===== config.mk =====
export PLATFORM = sky130hd
export DESIGN_NAME = qup_top
export DESIGN_NICKNAME = d
export VERILOG_FILES = /design/src/include/qup_pkg.sv /design/src/include/qup_chan_if.sv /design/src/rtl/qup_channel.sv /design/src/rtl/qup_top.sv
export SDC_FILE = /design/constraint.sdc
export NUM_CORES = 1
export LEC_CHECK = 0
export BUFFER_PORTS_ARGS = -buffer_cell sky130_fd_sc_hd__buf_2
export CORE_MARGIN = 3
export CORE_UTILIZATION = 49
export CTS_BUF_LIST = sky130_fd_sc_hd__clkbuf_16
export DETAILED_ROUTE_END_ITERATION = 6
export PLACE_DENSITY = 0.75
export SYNTH_ARGS = -nofsm -noshare
export SYNTH_HDL_FRONTEND = slang
export SYNTH_SLANG_ARGS = --single-unit
export TNS_END_PERCENT = 100

===== constraint.sdc =====
create_clock -name clock_in -period 7 [get_ports clock_in]
set_input_delay 0.7 -clock clock_in [delete_from_list [all_inputs] [get_ports clock_in]]
set_output_delay 0.7 -clock clock_in [all_outputs]
set_load 0.1 [all_outputs]

===== src/include/qup_pkg.sv =====
// Package of constants shared by the quad serial pin-signalling block.
package qup_pkg;
  localparam int QUP_CHANNELS = 4;
  localparam int QUP_ADDR_W = 5;
  localparam int QUP_MCR_W = 8;
  localparam int QUP_MCR_SEND_REQ_BIT = 1;
  localparam int QUP_MCR_AUTO_FLOW_BIT = 5;
  localparam int QUP_MCR_LOOPBACK_BIT = 4;
  localparam logic [7:0] QUP_MCR_RESET = 8'h00;
  localparam logic [4:0] QUP_ADDR_MCR = 5'h04;
  localparam logic [4:0] QUP_ADDR_RHR = 5'h00;
  localparam logic [4:0] QUP_ADDR_RING = 5'h06;
  localparam logic [3:0] QUP_FIFO_DEPTH = 4'hF;
  localparam logic QUP_LINE_IDLE = 1'b1;
  localparam logic QUP_PIN_INACTIVE = 1'b1;
  localparam logic QUP_MODE_ALT = 1'b0;
  localparam logic QUP_STROBE_READ = 1'b1;
  typedef enum logic [1:0] {
    QUP_BUS_IDLE = 2'b00,
    QUP_BUS_READ = 2'b01,
    QUP_BUS_WRITE = 2'b10
  } qup_bus_state_t;
endpackage : qup_pkg


===== src/include/qup_chan_if.sv =====
// Interface joining the top level to one channel's pin logic.
interface qup_chan_if;
  logic mcr_wr;
  logic [7:0] mcr_data;
  logic rhr_rd;
  logic rx_char_valid;
  logic [7:0] rx_char;
  logic tx_serial;
  logic ring_pin;
  logic rx_pin;
  logic send_request;
  logic ring_event;
  logic rx_ready_n;
  logic [3:0] rx_count;
  logic [7:0] modem_control_reg;
  logic line_level;
  modport top (output mcr_wr, mcr_data, rhr_rd, rx_char_valid, rx_char, tx_serial,
               ring_pin, rx_pin,
               input send_request, ring_event, rx_ready_n, rx_count, modem_control_reg, line_level);
  modport chan (input mcr_wr, mcr_data, rhr_rd, rx_char_valid, rx_char, tx_serial,
                ring_pin, rx_pin,
                output send_request, ring_event, rx_ready_n, rx_count, modem_control_reg, line_level);
endinterface : qup_chan_if


===== src/rtl/qup_channel.sv =====
// One channel: ring detect, send request control and receive line state.
module qup_channel
  import qup_pkg::*;
(
  input wire logic clock_in,
  input wire logic rst_int_n,
  qup_chan_if.chan ch
);
  logic [7:0] mcr_reg;
  logic ring_prev_reg;
  logic ring_event_reg;
  logic send_request_reg;
  logic line_reg;
  logic [3:0] count_reg;
  logic rx_ready_n_reg;
  logic [3:0] count_next;

  always_ff @(posedge clock_in or negedge rst_int_n) begin
    if (!rst_int_n) begin
      mcr_reg <= QUP_MCR_RESET;
    end else if (ch.mcr_wr) begin
      mcr_reg <= ch.mcr_data;
    end
  end

  // Pin is low while the request bit is one; reset leaves it high. [RULE_03] [RULE_04]
  // The auto flow bit only matters to the transmit/receive path, not to this pin. [RULE_05]
  always_ff @(posedge clock_in or negedge rst_int_n) begin
    if (!rst_int_n) begin
      send_request_reg <= QUP_PIN_INACTIVE;
    end else begin
      send_request_reg <= ~mcr_reg[QUP_MCR_SEND_REQ_BIT];
    end
  end

  // Low ring pin means ringing; a rise ends it and raises a one-cycle event. [RULE_01] [RULE_02]
  always_ff @(posedge clock_in or negedge rst_int_n) begin
    if (!rst_int_n) begin
      ring_prev_reg <= QUP_PIN_INACTIVE;
      ring_event_reg <= 1'b0;
    end else begin
      ring_prev_reg <= ch.ring_pin;
      ring_event_reg <= ch.ring_pin & ~ring_prev_reg;
    end
  end

  // Loopback ignores the pin and feeds transmit data back; idle is high. [RULE_07] [RULE_08]
  always_ff @(posedge clock_in or negedge rst_int_n) begin
    if (!rst_int_n) begin
      line_reg <= QUP_LINE_IDLE;
    end else if (mcr_reg[QUP_MCR_LOOPBACK_BIT]) begin
      line_reg <= ch.tx_serial;
    end else begin
      line_reg <= ch.rx_pin;
    end
  end

  // Count of unread characters; a push in the same cycle as a pop keeps the count.
  always_comb begin
    count_next = count_reg;
    if (ch.rx_char_valid && count_reg != QUP_FIFO_DEPTH && !(ch.rhr_rd && count_reg != 4'h0)) begin
      count_next = count_reg + 4'h1;
    end else if (ch.rhr_rd && count_reg != 4'h0 && !ch.rx_char_valid) begin
      count_next = count_reg - 4'h1;
    end
  end

  always_ff @(posedge clock_in or negedge rst_int_n) begin
    if (!rst_int_n) begin
      count_reg <= 4'h0;
    end else begin
      count_reg <= count_next;
    end
  end

  // Ready is low with any unread character, high once empty. [RULE_10] [RULE_11]
  always_ff @(posedge clock_in or negedge rst_int_n) begin
    if (!rst_int_n) begin
      rx_ready_n_reg <= QUP_PIN_INACTIVE;
    end else begin
      rx_ready_n_reg <= (count_next == 4'h0);
    end
  end

  assign ch.send_request = send_request_reg;
  assign ch.ring_event = ring_event_reg;
  assign ch.rx_ready_n = rx_ready_n_reg;
  assign ch.rx_count = count_reg;
  assign ch.modem_control_reg = mcr_reg;
  assign ch.line_level = line_reg;
endmodule : qup_channel


===== src/rtl/qup_top.sv =====
// Top level of the quad serial pin-signalling block.
// Summary of operation
// (RULE_01) Ring input low means the modem sees a ringing line.
// (RULE_02) Ring input rising high raises that channel's interrupt.
// (RULE_03) Modem control bit 1 set drives the send request pin low.
// (RULE_04) Send request pins are high after reset.
// (RULE_05) Send request only steers data flow when auto flow bit 5 is set.
// (RULE_06) Alternate bus mode: strobe high reads, low writes the selected register.
// (RULE_07) Receive line idles high; reset, idle and disabled all read high.
// (RULE_08) Loopback ignores the receive pin and feeds transmit data to the receiver.
// (RULE_09) One active low receive ready output combines all four channels.
// (RULE_10) A channel is ready when it holds at least one unread character.
// (RULE_11) Ready returns high once no characters remain.
// (RULE_12) Reset pin is high active in standard mode, low active in alternate.
// (RULE_13) Per-channel logic is instantiated four times, fully independent.
module qup_top
  import qup_pkg::*;
#(
  parameter int CHANNELS = QUP_CHANNELS
) (
  input wire logic clock_in,
  input wire logic rstn_in,
  input wire logic reset_pin_in,
  input wire logic bus_mode_in,
  input wire logic chip_select_n_in,
  input wire logic [4:0] addr_in,
  input wire logic read_write_in,
  input wire logic [7:0] wdata_in,
  input wire logic [3:0] ring_indicate_in,
  input wire logic [3:0] serial_in,
  input wire logic [3:0] tx_serial_in,
  input wire logic [3:0] rx_char_valid_in,
  input wire logic [31:0] rx_char_in,
  output logic [3:0] send_request_out,
  output logic [3:0] ring_irq_out,
  output logic receive_ready_any_out,
  output logic [3:0] line_level_out,
  output logic [3:0] auto_flow_out,
  output logic [7:0] rdata_out,
  output logic rdata_valid_out
);
  ////////////////////////////////////////////////////////////////////////////
  // Elaboration checks: the decode below is written for this exact geometry.
  if (CHANNELS != QUP_CHANNELS) begin : g_bad_channels
    $error("qup_top serves exactly four channels");
  end
  if (QUP_ADDR_W != 5) begin : g_bad_addr
    $error("qup_top decodes a five bit address");
  end
  if (QUP_MCR_SEND_REQ_BIT >= QUP_MCR_W) begin : g_bad_req_bit
    $error("send request bit lies outside the control register");
  end
  if (QUP_MCR_AUTO_FLOW_BIT >= QUP_MCR_W) begin : g_bad_flow_bit
    $error("auto flow bit lies outside the control register");
  end
  if (QUP_MCR_LOOPBACK_BIT >= QUP_MCR_W) begin : g_bad_loop_bit
    $error("loopback bit lies outside the control register");
  end
  if (QUP_ADDR_MCR == QUP_ADDR_RHR || QUP_ADDR_MCR == QUP_ADDR_RING) begin : g_bad_map
    $error("register addresses overlap");
  end
  if (QUP_FIFO_DEPTH == 4'h0) begin : g_bad_depth
    $error("receive capacity must be at least one character");
  end
  // A reset value with the request bit set would assert the pin out of reset.
  if (QUP_MCR_RESET[QUP_MCR_SEND_REQ_BIT] != 1'b0) begin : g_bad_mcr_reset
    $error("control register reset value must leave the request bit clear");
  end
  if (QUP_LINE_IDLE != 1'b1 || QUP_PIN_INACTIVE != 1'b1) begin : g_bad_levels
    $error("idle and inactive pin levels must be high");
  end

  ////////////////////////////////////////////////////////////////////////////
  // Reset: the pin is high active in standard mode, low active in alternate.
  // The pin is treated as a synchronous level, so it feeds a clocked stage whose output
  // then drives the asynchronous clear; this avoids glitch resets from the host side.
  logic pin_reset_req;
  logic pin_reset_reg;
  logic rst_int_n;

  always_comb begin
    case (bus_mode_in)
      QUP_MODE_ALT: begin
        pin_reset_req = ~reset_pin_in; // [RULE_12]
      end
      default: begin
        pin_reset_req = reset_pin_in; // [RULE_12]
      end
    endcase
  end

  always_ff @(posedge clock_in or negedge rstn_in) begin
    if (!rstn_in) begin
      pin_reset_reg <= 1'b1;
    end else begin
      pin_reset_reg <= pin_reset_req; // [RULE_12]
    end
  end

  assign rst_int_n = rstn_in & ~pin_reset_reg;

  ////////////////////////////////////////////////////////////////////////////
  // Host strobe decode in alternate mode.
  qup_bus_state_t bus_state;
  logic bus_write;
  logic bus_read;
  logic [4:0] addr_reg;
  logic [1:0] chan_sel;
  logic [2:0] reg_sel;
  logic sel_mcr;
  logic sel_rhr;
  logic sel_ring;
  logic addr_moved;
  logic [3:0] mcr_wr_vec;
  logic [3:0] rhr_rd_vec;

  always_comb begin
    bus_state = QUP_BUS_IDLE;
    if (!chip_select_n_in && bus_mode_in == QUP_MODE_ALT) begin
      bus_state = (read_write_in == QUP_STROBE_READ) ? QUP_BUS_READ : QUP_BUS_WRITE; // [RULE_06]
    end
  end

  // Standard mode accesses never leave the idle state, so they are refused here.
  always_comb begin
    bus_write = 1'b0;
    bus_read = 1'b0;
    case (bus_state)
      QUP_BUS_READ: begin
        bus_read = 1'b1;
      end
      QUP_BUS_WRITE: begin
        bus_write = 1'b1;
      end
      default: begin
        bus_write = 1'b0;
        bus_read = 1'b0;
      end
    endcase
  end

  assign chan_sel = addr_in[4:3];
  assign reg_sel = addr_in[2:0];
  assign sel_mcr = ({2'b00, reg_sel} == QUP_ADDR_MCR);
  assign sel_rhr = ({2'b00, reg_sel} == QUP_ADDR_RHR);
  assign sel_ring = ({2'b00, reg_sel} == QUP_ADDR_RING);
  // Only a read whose address differs from the last cycle's pops, so a held read pops at most once.
  assign addr_moved = (addr_reg != addr_in);

  always_comb begin
    mcr_wr_vec = 4'h0;
    rhr_rd_vec = 4'h0;
    for (int i = 0; i < 4; i++) begin
      if (chan_sel == 2'(i)) begin
        mcr_wr_vec[i] = bus_write && sel_mcr; // [RULE_06]
        rhr_rd_vec[i] = bus_read && sel_rhr && addr_moved; // [RULE_06]
      end
    end
  end

  always_ff @(posedge clock_in or negedge rst_int_n) begin
    if (!rst_int_n) begin
      addr_reg <= 5'h00;
    end else begin
      addr_reg <= addr_in;
    end
  end

  ////////////////////////////////////////////////////////////////////////////
  // Channels.
  qup_chan_if ch_if [4] ();
  logic [3:0] ready_n;
  logic [3:0] ring_evt;
  logic [3:0] sreq;
  logic [3:0] line;
  logic [3:0] auto_flow;
  logic [7:0] mcr_rd [4];
  logic [7:0] cnt_rd [4];

  for (genvar i = 0; i < 4; i++) begin : g_ch
    assign ch_if[i].mcr_wr = mcr_wr_vec[i]; // [RULE_06]
    assign ch_if[i].mcr_data = wdata_in;
    assign ch_if[i].rhr_rd = rhr_rd_vec[i];
    assign ch_if[i].rx_char_valid = rx_char_valid_in[i];
    assign ch_if[i].rx_char = rx_char_in[8*i +: 8];
    assign ch_if[i].tx_serial = tx_serial_in[i];
    assign ch_if[i].ring_pin = ring_indicate_in[i];
    assign ch_if[i].rx_pin = serial_in[i];
    assign ready_n[i] = ch_if[i].rx_ready_n;
    assign ring_evt[i] = ch_if[i].ring_event;
    assign sreq[i] = ch_if[i].send_request;
    assign line[i] = ch_if[i].line_level;
    assign auto_flow[i] = ch_if[i].modem_control_reg[QUP_MCR_AUTO_FLOW_BIT];
    assign mcr_rd[i] = ch_if[i].modem_control_reg;
    assign cnt_rd[i] = {4'h0, ch_if[i].rx_count};

    qup_channel u_chan ( // [RULE_13]
      .clock_in(clock_in),
      .rst_int_n(rst_int_n),
      .ch(ch_if[i])
    );
  end

  ////////////////////////////////////////////////////////////////////////////
  // Outputs, each from a flip-flop of its own concern.
  logic [7:0] rdata_next;

  always_comb begin
    rdata_next = cnt_rd[chan_sel];
    if (sel_mcr) begin
      rdata_next = mcr_rd[chan_sel];
    end else if (sel_ring) begin
      rdata_next = {4'h0, ring_indicate_in};
    end
  end

  always_ff @(posedge clock_in or negedge rst_int_n) begin
    if (!rst_int_n) begin
      send_request_out <= 4'hF;
    end else begin
      send_request_out <= sreq; // [RULE_03] [RULE_04]
    end
  end

  always_ff @(posedge clock_in or negedge rst_int_n) begin
    if (!rst_int_n) begin
      ring_irq_out <= 4'h0;
    end else begin
      ring_irq_out <= ring_evt; // [RULE_02]
    end
  end

  always_ff @(posedge clock_in or negedge rst_int_n) begin
    if (!rst_int_n) begin
      line_level_out <= 4'hF;
    end else begin
      line_level_out <= line; // [RULE_07]
    end
  end

  always_ff @(posedge clock_in or negedge rst_int_n) begin
    if (!rst_int_n) begin
      auto_flow_out <= 4'h0;
    end else begin
      auto_flow_out <= auto_flow; // [RULE_05]
    end
  end

  // Active low wired-OR: low when any channel holds data. [RULE_09]
  always_ff @(posedge clock_in or negedge rst_int_n) begin
    if (!rst_int_n) begin
      receive_ready_any_out <= 1'b1;
    end else begin
      receive_ready_any_out <= &ready_n;
    end
  end

  always_ff @(posedge clock_in or negedge rst_int_n) begin
    if (!rst_int_n) begin
      rdata_valid_out <= 1'b0;
    end else begin
      rdata_valid_out <= bus_read; // [RULE_06]
    end
  end

  // Read data holds its last value between reads.
  always_ff @(posedge clock_in or negedge rst_int_n) begin
    if (!rst_int_n) begin
      rdata_out <= 8'h00;
    end else if (bus_read) begin
      rdata_out <= rdata_next; // [RULE_06]
    end
  end
endmodule : qup_top


==> results of run 1 <==
[path summary, 6_finish.rpt]
check	startpoint	to	slack [ns]	depth (start not counted)
worst max-delay path	addr_in[1]	g_ch[3].u_chan.ch.rx_ready_n	4.24	7
max in group asynchronous	rstn_in	g_ch[3].u_chan.ch.rx_count[0]	5.54	3
worst min register to register	pin_reset_reg	addr_reg[0]	0.35	1
min in group clock_in	g_ch[0].u_chan.ch.ring_event	ring_irq_out[0]	0.35	0
worst max register to register	g_ch[2].u_chan.ch.rx_count[0]	g_ch[2].u_chan.ch.rx_ready_n	4.52	8
worst min-delay path	rstn_in	pin_reset_reg	0.30	1
[power breakdown]
group	internal (mW)	leakage (nW)	switching, mW
clock network	0.243	0.136	0.216
logic	0.183	1.01	0.313
registers	0.683	1.24	0.108
total	1.11	2.39	0.636
[worst reg2reg max path, stage by stage, from the launching register on]
cell      delay, ns
dfrtp_1        0.48
inv_1          0.14
ha_1           0.18
inv_1          0.04
o311ai_0       0.76
a211o_1        0.29
a32oi_1        0.15
xnor2_1        0.18
nor3_1         0.20
[cells in the final DEF, fill, tap and decap left out, drive strengths merged, types with 4 or more instances in the layout]
cell type and instances:
xnor2 14, a31oi 6, ha 8, a21oi 5, nand3 8, o21ai 7, a2111oi 4, and3 5
buf 62, mux4 12, inv 23, nor2 9, nor4 5, a22o 5, a211o 4, nor2b 6
nand2 18, mux2 35, mux2i 7, a211oi 7, clkbuf 9, and4 4, nand4 4, dfrtp 74
dfstp 26, nor3 9
[logic make-up after synthesis]
| family | share of synthesized area (%) |
|---|---|
| AOI/OAI and AO/OA | 9.38 |
| and+or+nand+nor | 10.2 |
| adders and majority gates | 2.21 |
| xor gates and xnor gates | 2.90 |
| muxes | 16.2 |
| DFF | 56.0 |
| buffers and inverters | 2.99 |
[routing by layer]
layer	share of wire, %	track usage [%]	vias to the layer above	wire (um)
met2	49	29.8	69	4380
met4	1.2	6.16	0	107
li1	-	-	1377	-
met5	0	0	-	0
met3	3.8	3.28	9	338
met1	46	25.7	1512	4100
[area by class of cell]
class,instances,area [sq um]
Fill cell,726,3660
Sequential cell,100,2530
Multi-Input combinational cell,210,1860
Timing Repair Buffer,62,315
Clock buffer,9,225
Tap cell,108,135
Inverter,19,71.3
Clock inverter,7,50.0
==> impl_metrics.ini, run 1 <==
[synth]
syn_inst = 341
synthTopCellsByArea = dfrtp_1 (41%), dfstp_2 (15%), mux2_2 (8.7%)
synth_nets = 416
yosysSeqAreaShare_pct = 56.0
synth_top_area_cell = dfrtp_1
syn_area_per_cell_sq_um = 13.3
synth_top_area_share_pct = 40.9
synth.distinct_cells = 53
synth-seq-cells = 100
synth-edff-count = 0
synthArstFlopShare_pct = 100
netlist_area_sq_um = 4520
synth_common_cells = dfrtp_1 (74), mux2_2 (35), dfstp_2 (26)
ys.flop_type = dfrtp_1
yosys_warnings = 0
yosysMostFrequentCell = dfrtp_1

[job]
max_cap_violations = 0

[grt]
antenna_found_initial = 0
grt-ovfl-total = 0
grt_pass1_wl_mm = 14.8
grt_max_degree = 52
first_global_vias = 2986
grt_use_total_pct = 18.5

[place]
hpwl_mm = 6.42
place.gp.congestion = 0.781
place_inst = 499
dp_slack_ns = 3.91
portBuffers = 60
placed_area_sq_um = 4920

[run_status]
run_status = complete, no violations

[worst_setup_path]
criticalPathCategory = in -> reg
startpoint_type = input pin
cp_max_fo = 9
slowest_stage = or4_1
critPathCaptureType = flip-flop
critical-path-top-delay-family = simple AND/OR/NAND/NOR gates
cp_data_arrival_time_ns = 3.01
required_ns = 7.25
critPathMaxStageDelay_ns = 0.64
path_buf_inv = 1
critical_path.cell_chain = buf_2 -> or2_1 -> or4_1 -> a211oi_1 -> mux2i_1 -> nand3_1 -> nor4_2

[cells_and_area]
area_growth_pct = 14.8
drive_above_1_share_pct = 38.6
finalNetCount = 477
largest_register_ffs = 32
antenna_cells = 0
fin_cells = 515
fin_area_sq_um = 5190
utilization_pct = 58.7

[power_and_ir_drop]
powerDensity_nw_per_um2 = 336
p_leak_nw = 2.39
total_power_mw = 1.75
peakVddDrop_uv = 149

[clock_tree]
clockBufferDepth = 2
cts_sinks = 100
clockRootBuffer = clkbuf_16
clock_latency_ns = 0.34
cts_resized = 0
cts_hold_buf = 0
postCtsSetupRepairBufs = 0
clk_pin_slew_ns = 0.06
htree_num_levels = 3
numCtsBuffers = 9
cts_tree = yes

[routing]
vias_per_cell = 5.76
final_antenna_net_count = 0
routed-via-count = 2967
drc = 0
firstDrtPassIters = 4
drt_iter0_drc = 158
routedWlPerCell_um = 17.3
routed_wl_mm = 8.93

[floorplanning]
initial_core_util_pct = 51.1
rows = 34
ioPinCount = 93
fp.dieH_um = 102
core_sq_um = 8850
die-area_sq_um = 10400
die_w_um = 102

[timing]
fmax_ghz = 0.362
fin_skew_ns = 0.00710
fin_crit_sh_pct = 39.5
hold_violations = 0
rsz0062_at_grt = false
slew_viol_final = 0
worst_pin_slew_ns = 0.921
hold_slack_ns = 0.298
setup_ws_ns = 4.24
finalSetupViolations = 0
fin_crit_ns = 2.76
relSlewSlack_pct = 37.8
setup_tns_ns = 0

[hold_path]
hp-class = in -> async
Note: power is estimated with default switching activity, not from simulation.
==> run 2, diff against run 1 <==
- clock period: 7 -> 2.2 ns (I/O delays scaled with it)
==> run 2 against run 1 <==
  * Wire length increased by 9.7%
  * Largest cell class unchanged
  * Cell count rose by 8.2%
  * Sequential share of layout area is 3.3 points lower
  * Design area is 7.3% higher
  * Combinational power grew to 3.9 times the previous value
  * Via count increased by 6.3%
  * Largest power group unchanged
==> impl_metrics.ini, run 2 (same netlist as run 1, synthesis figures left out) <==
[floorplanning]
core_sq_um = 8850
die-area_sq_um = 10400
rows = 34
fp.dieH_um = 102
die_w_um = 102
ioPinCount = 93
initial_core_util_pct = 51.1

[cells_and_area]
num-fill-cells = 662
final_cell_mix = dfrtp_1 (74), buf_2 (60), buf_4 (38), mux2_2 (35), dfstp_2 (26)
finalNetCount = 519
drive_above_1_share_pct = 44.5
final_common_cell = dfrtp_1
area_growth_pct = 23.2
largest_register_ffs = 32
antenna_cells = 0

[routing]
drt_iter0_drc = 129
firstDrtPassIters = 4
vias_per_cell = 5.66
routedWlPerCell_um = 17.6
final_antenna_net_count = 0
drc = 0
routed_wl_mm = 9.79
routed-via-count = 3153

[worst_setup_path]
critPathCaptureType = flip-flop
startpoint = addr_reg[1]
r2r-start = addr_reg[1]
critPathMaxStageDelay_ns = 0.48
critical_path.cell_chain = xnor2_2 -> and3_1 -> buf_4 -> a2111oi_4 -> a21oi_1 -> a211oi_1 -> nor3_1
path_buf_inv = 1
r2r_end = g_ch[2].u_chan.ch.rx_ready_n
crit_cells = 7
cp-endpoint = g_ch[2].u_chan.ch.rx_ready_n
critical-path-top-delay-family = compound AO/OA/AOI/OAI gates
cp_data_arrival_time_ns = 2.35
criticalPathCategory = reg -> reg
cp_max_fo = 6
startpoint_type = flip-flop
r2r_cells = 7
slowest_stage = a2111oi_4
required_ns = 2.46
reg2reg_slack_ns = 0.11

[job]
max_cap_violations = 0

[grt]
grt-ovfl-total = 0
grt_use_total_pct = 20.2
first_global_vias = 3369
grt_pass1_wl_mm = 16.4
antenna_found_initial = 0
grt_max_degree = 58

[timing]
fin_crit_ns = 2.09
relSlewSlack_pct = 54.9
fin_skew_ns = 0.00936
setup_tns_ns = 0
finalSetupViolations = 0
slew_viol_final = 0
fin_crit_sh_pct = 95.1
fmax_ghz = 0.478
worst_pin_slew_ns = 0.675
hold_violations = 0

[clock_tree]
cts_sinks = 100
clockRootBuffer = clkbuf_16
postCtsSetupRepairBufs = 0
numCtsBuffers = 9
cts_tree = yes
clockBufferDepth = 2
clock_latency_ns = 0.35
clk_pin_slew_ns = 0.07
htree_num_levels = 3

[hold_path]
hp-class = in -> reg

[power_and_ir_drop]
swShare_pct = 36.6
peakVddDrop_uv = 648
power.net_switching_mw = 2.14
total_power_mw = 5.84
clock_power_share_pct = 25.9
combPwrFrac_pct = 33.2
powerDensity_nw_per_um2 = 1050
p_leak_nw = 2.61
pwr-share-seq_pct = 40.9
p_int_mw = 3.70

[place]
place.gp.congestion = 0.897
hpwl_mm = 7.15
portBuffers = 60

[run_status]
run_status = complete, no violations
-- run 2: changes by cell type in the layout (fill, tap and decap cells not counted), sizes merged --
cell / change
buf: +37
inv: +1
clkinvlp: -1
dlygate4sd3: +5
-- run 2: per-layer routing --
metal | part of all wire, % | global-route usage [%] | wire [um]
met5 | 0 | 0 | 0
met4 | 2.2 | 7.87 | 215
met3 | 4.5 | 3.00 | 436
met2 | 50 | 33.8 | 4890
met1 | 43 | 26.8 | 4250
-- run 2: power groups by stage --
| stage | logic, mW | clock network (mW) | registers, mW |
|---|---|---|---|
| after floorplan | 0.927 | 0 | 2.80 |
| after global placement | 1.84 | 0 | 2.40 |
| after detailed placement | 1.90 | 0 | 2.42 |
| after CTS | 1.92 | 1.54 | 2.39 |
| after global routing | 2.10 | 1.62 | 2.43 |
| final | 1.94 | 1.51 | 2.39 |
-- run 2: how the worst min path moves through the flow --
stage / startpoint / end / depth (start not counted)
2_1_floorplan: rstn_in / pin_reset_reg / 0
3_3_place_gp: rstn_in / pin_reset_reg / 1
3_5_place_dp: rstn_in / pin_reset_reg / 1
4_1_cts: reset_pin_in / pin_reset_reg / 2
5_1_grt: reset_pin_in / pin_reset_reg / 2
6_report: reset_pin_in / pin_reset_reg / 2
-- run 2: through the flow --
step                      cell area (sq um)  hold WS [ns]  setup slack (ns)  utilization [%]  cells
after floorplan                        4530        0.0722           -0.0126                -    341
after global placement                 5210         0.167            -0.100             58.9    536
after detailed placement               5210         0.168            -0.167             58.9    536
after CTS                              5540        0.0102            0.0271             62.6    557
after global routing                   5570        0.0390           -0.0190             63.0    557
final                                  5570        0.0165             0.108             63.0    557
-- run 2: layout make-up --
type	count	area, sq um	share of cell area [%]
Inverter	19	71.3	1.28
Tap cell	108	135	2.43
Multi-Input combinational cell	210	1890	34.0
Timing Repair Buffer	104	656	11.8
Clock inverter	7	57.6	1.03
Clock buffer	9	225	4.04
Sequential cell	100	2530	45.5
-- run 2: timing repair --
action                     in CTS  in global routing
hold buffers                    5                  0
gates resized for setup         1                  6
setup endpoints to repair       1                  2
pin swaps                       0                  2
hold endpoints to repair        5                  0
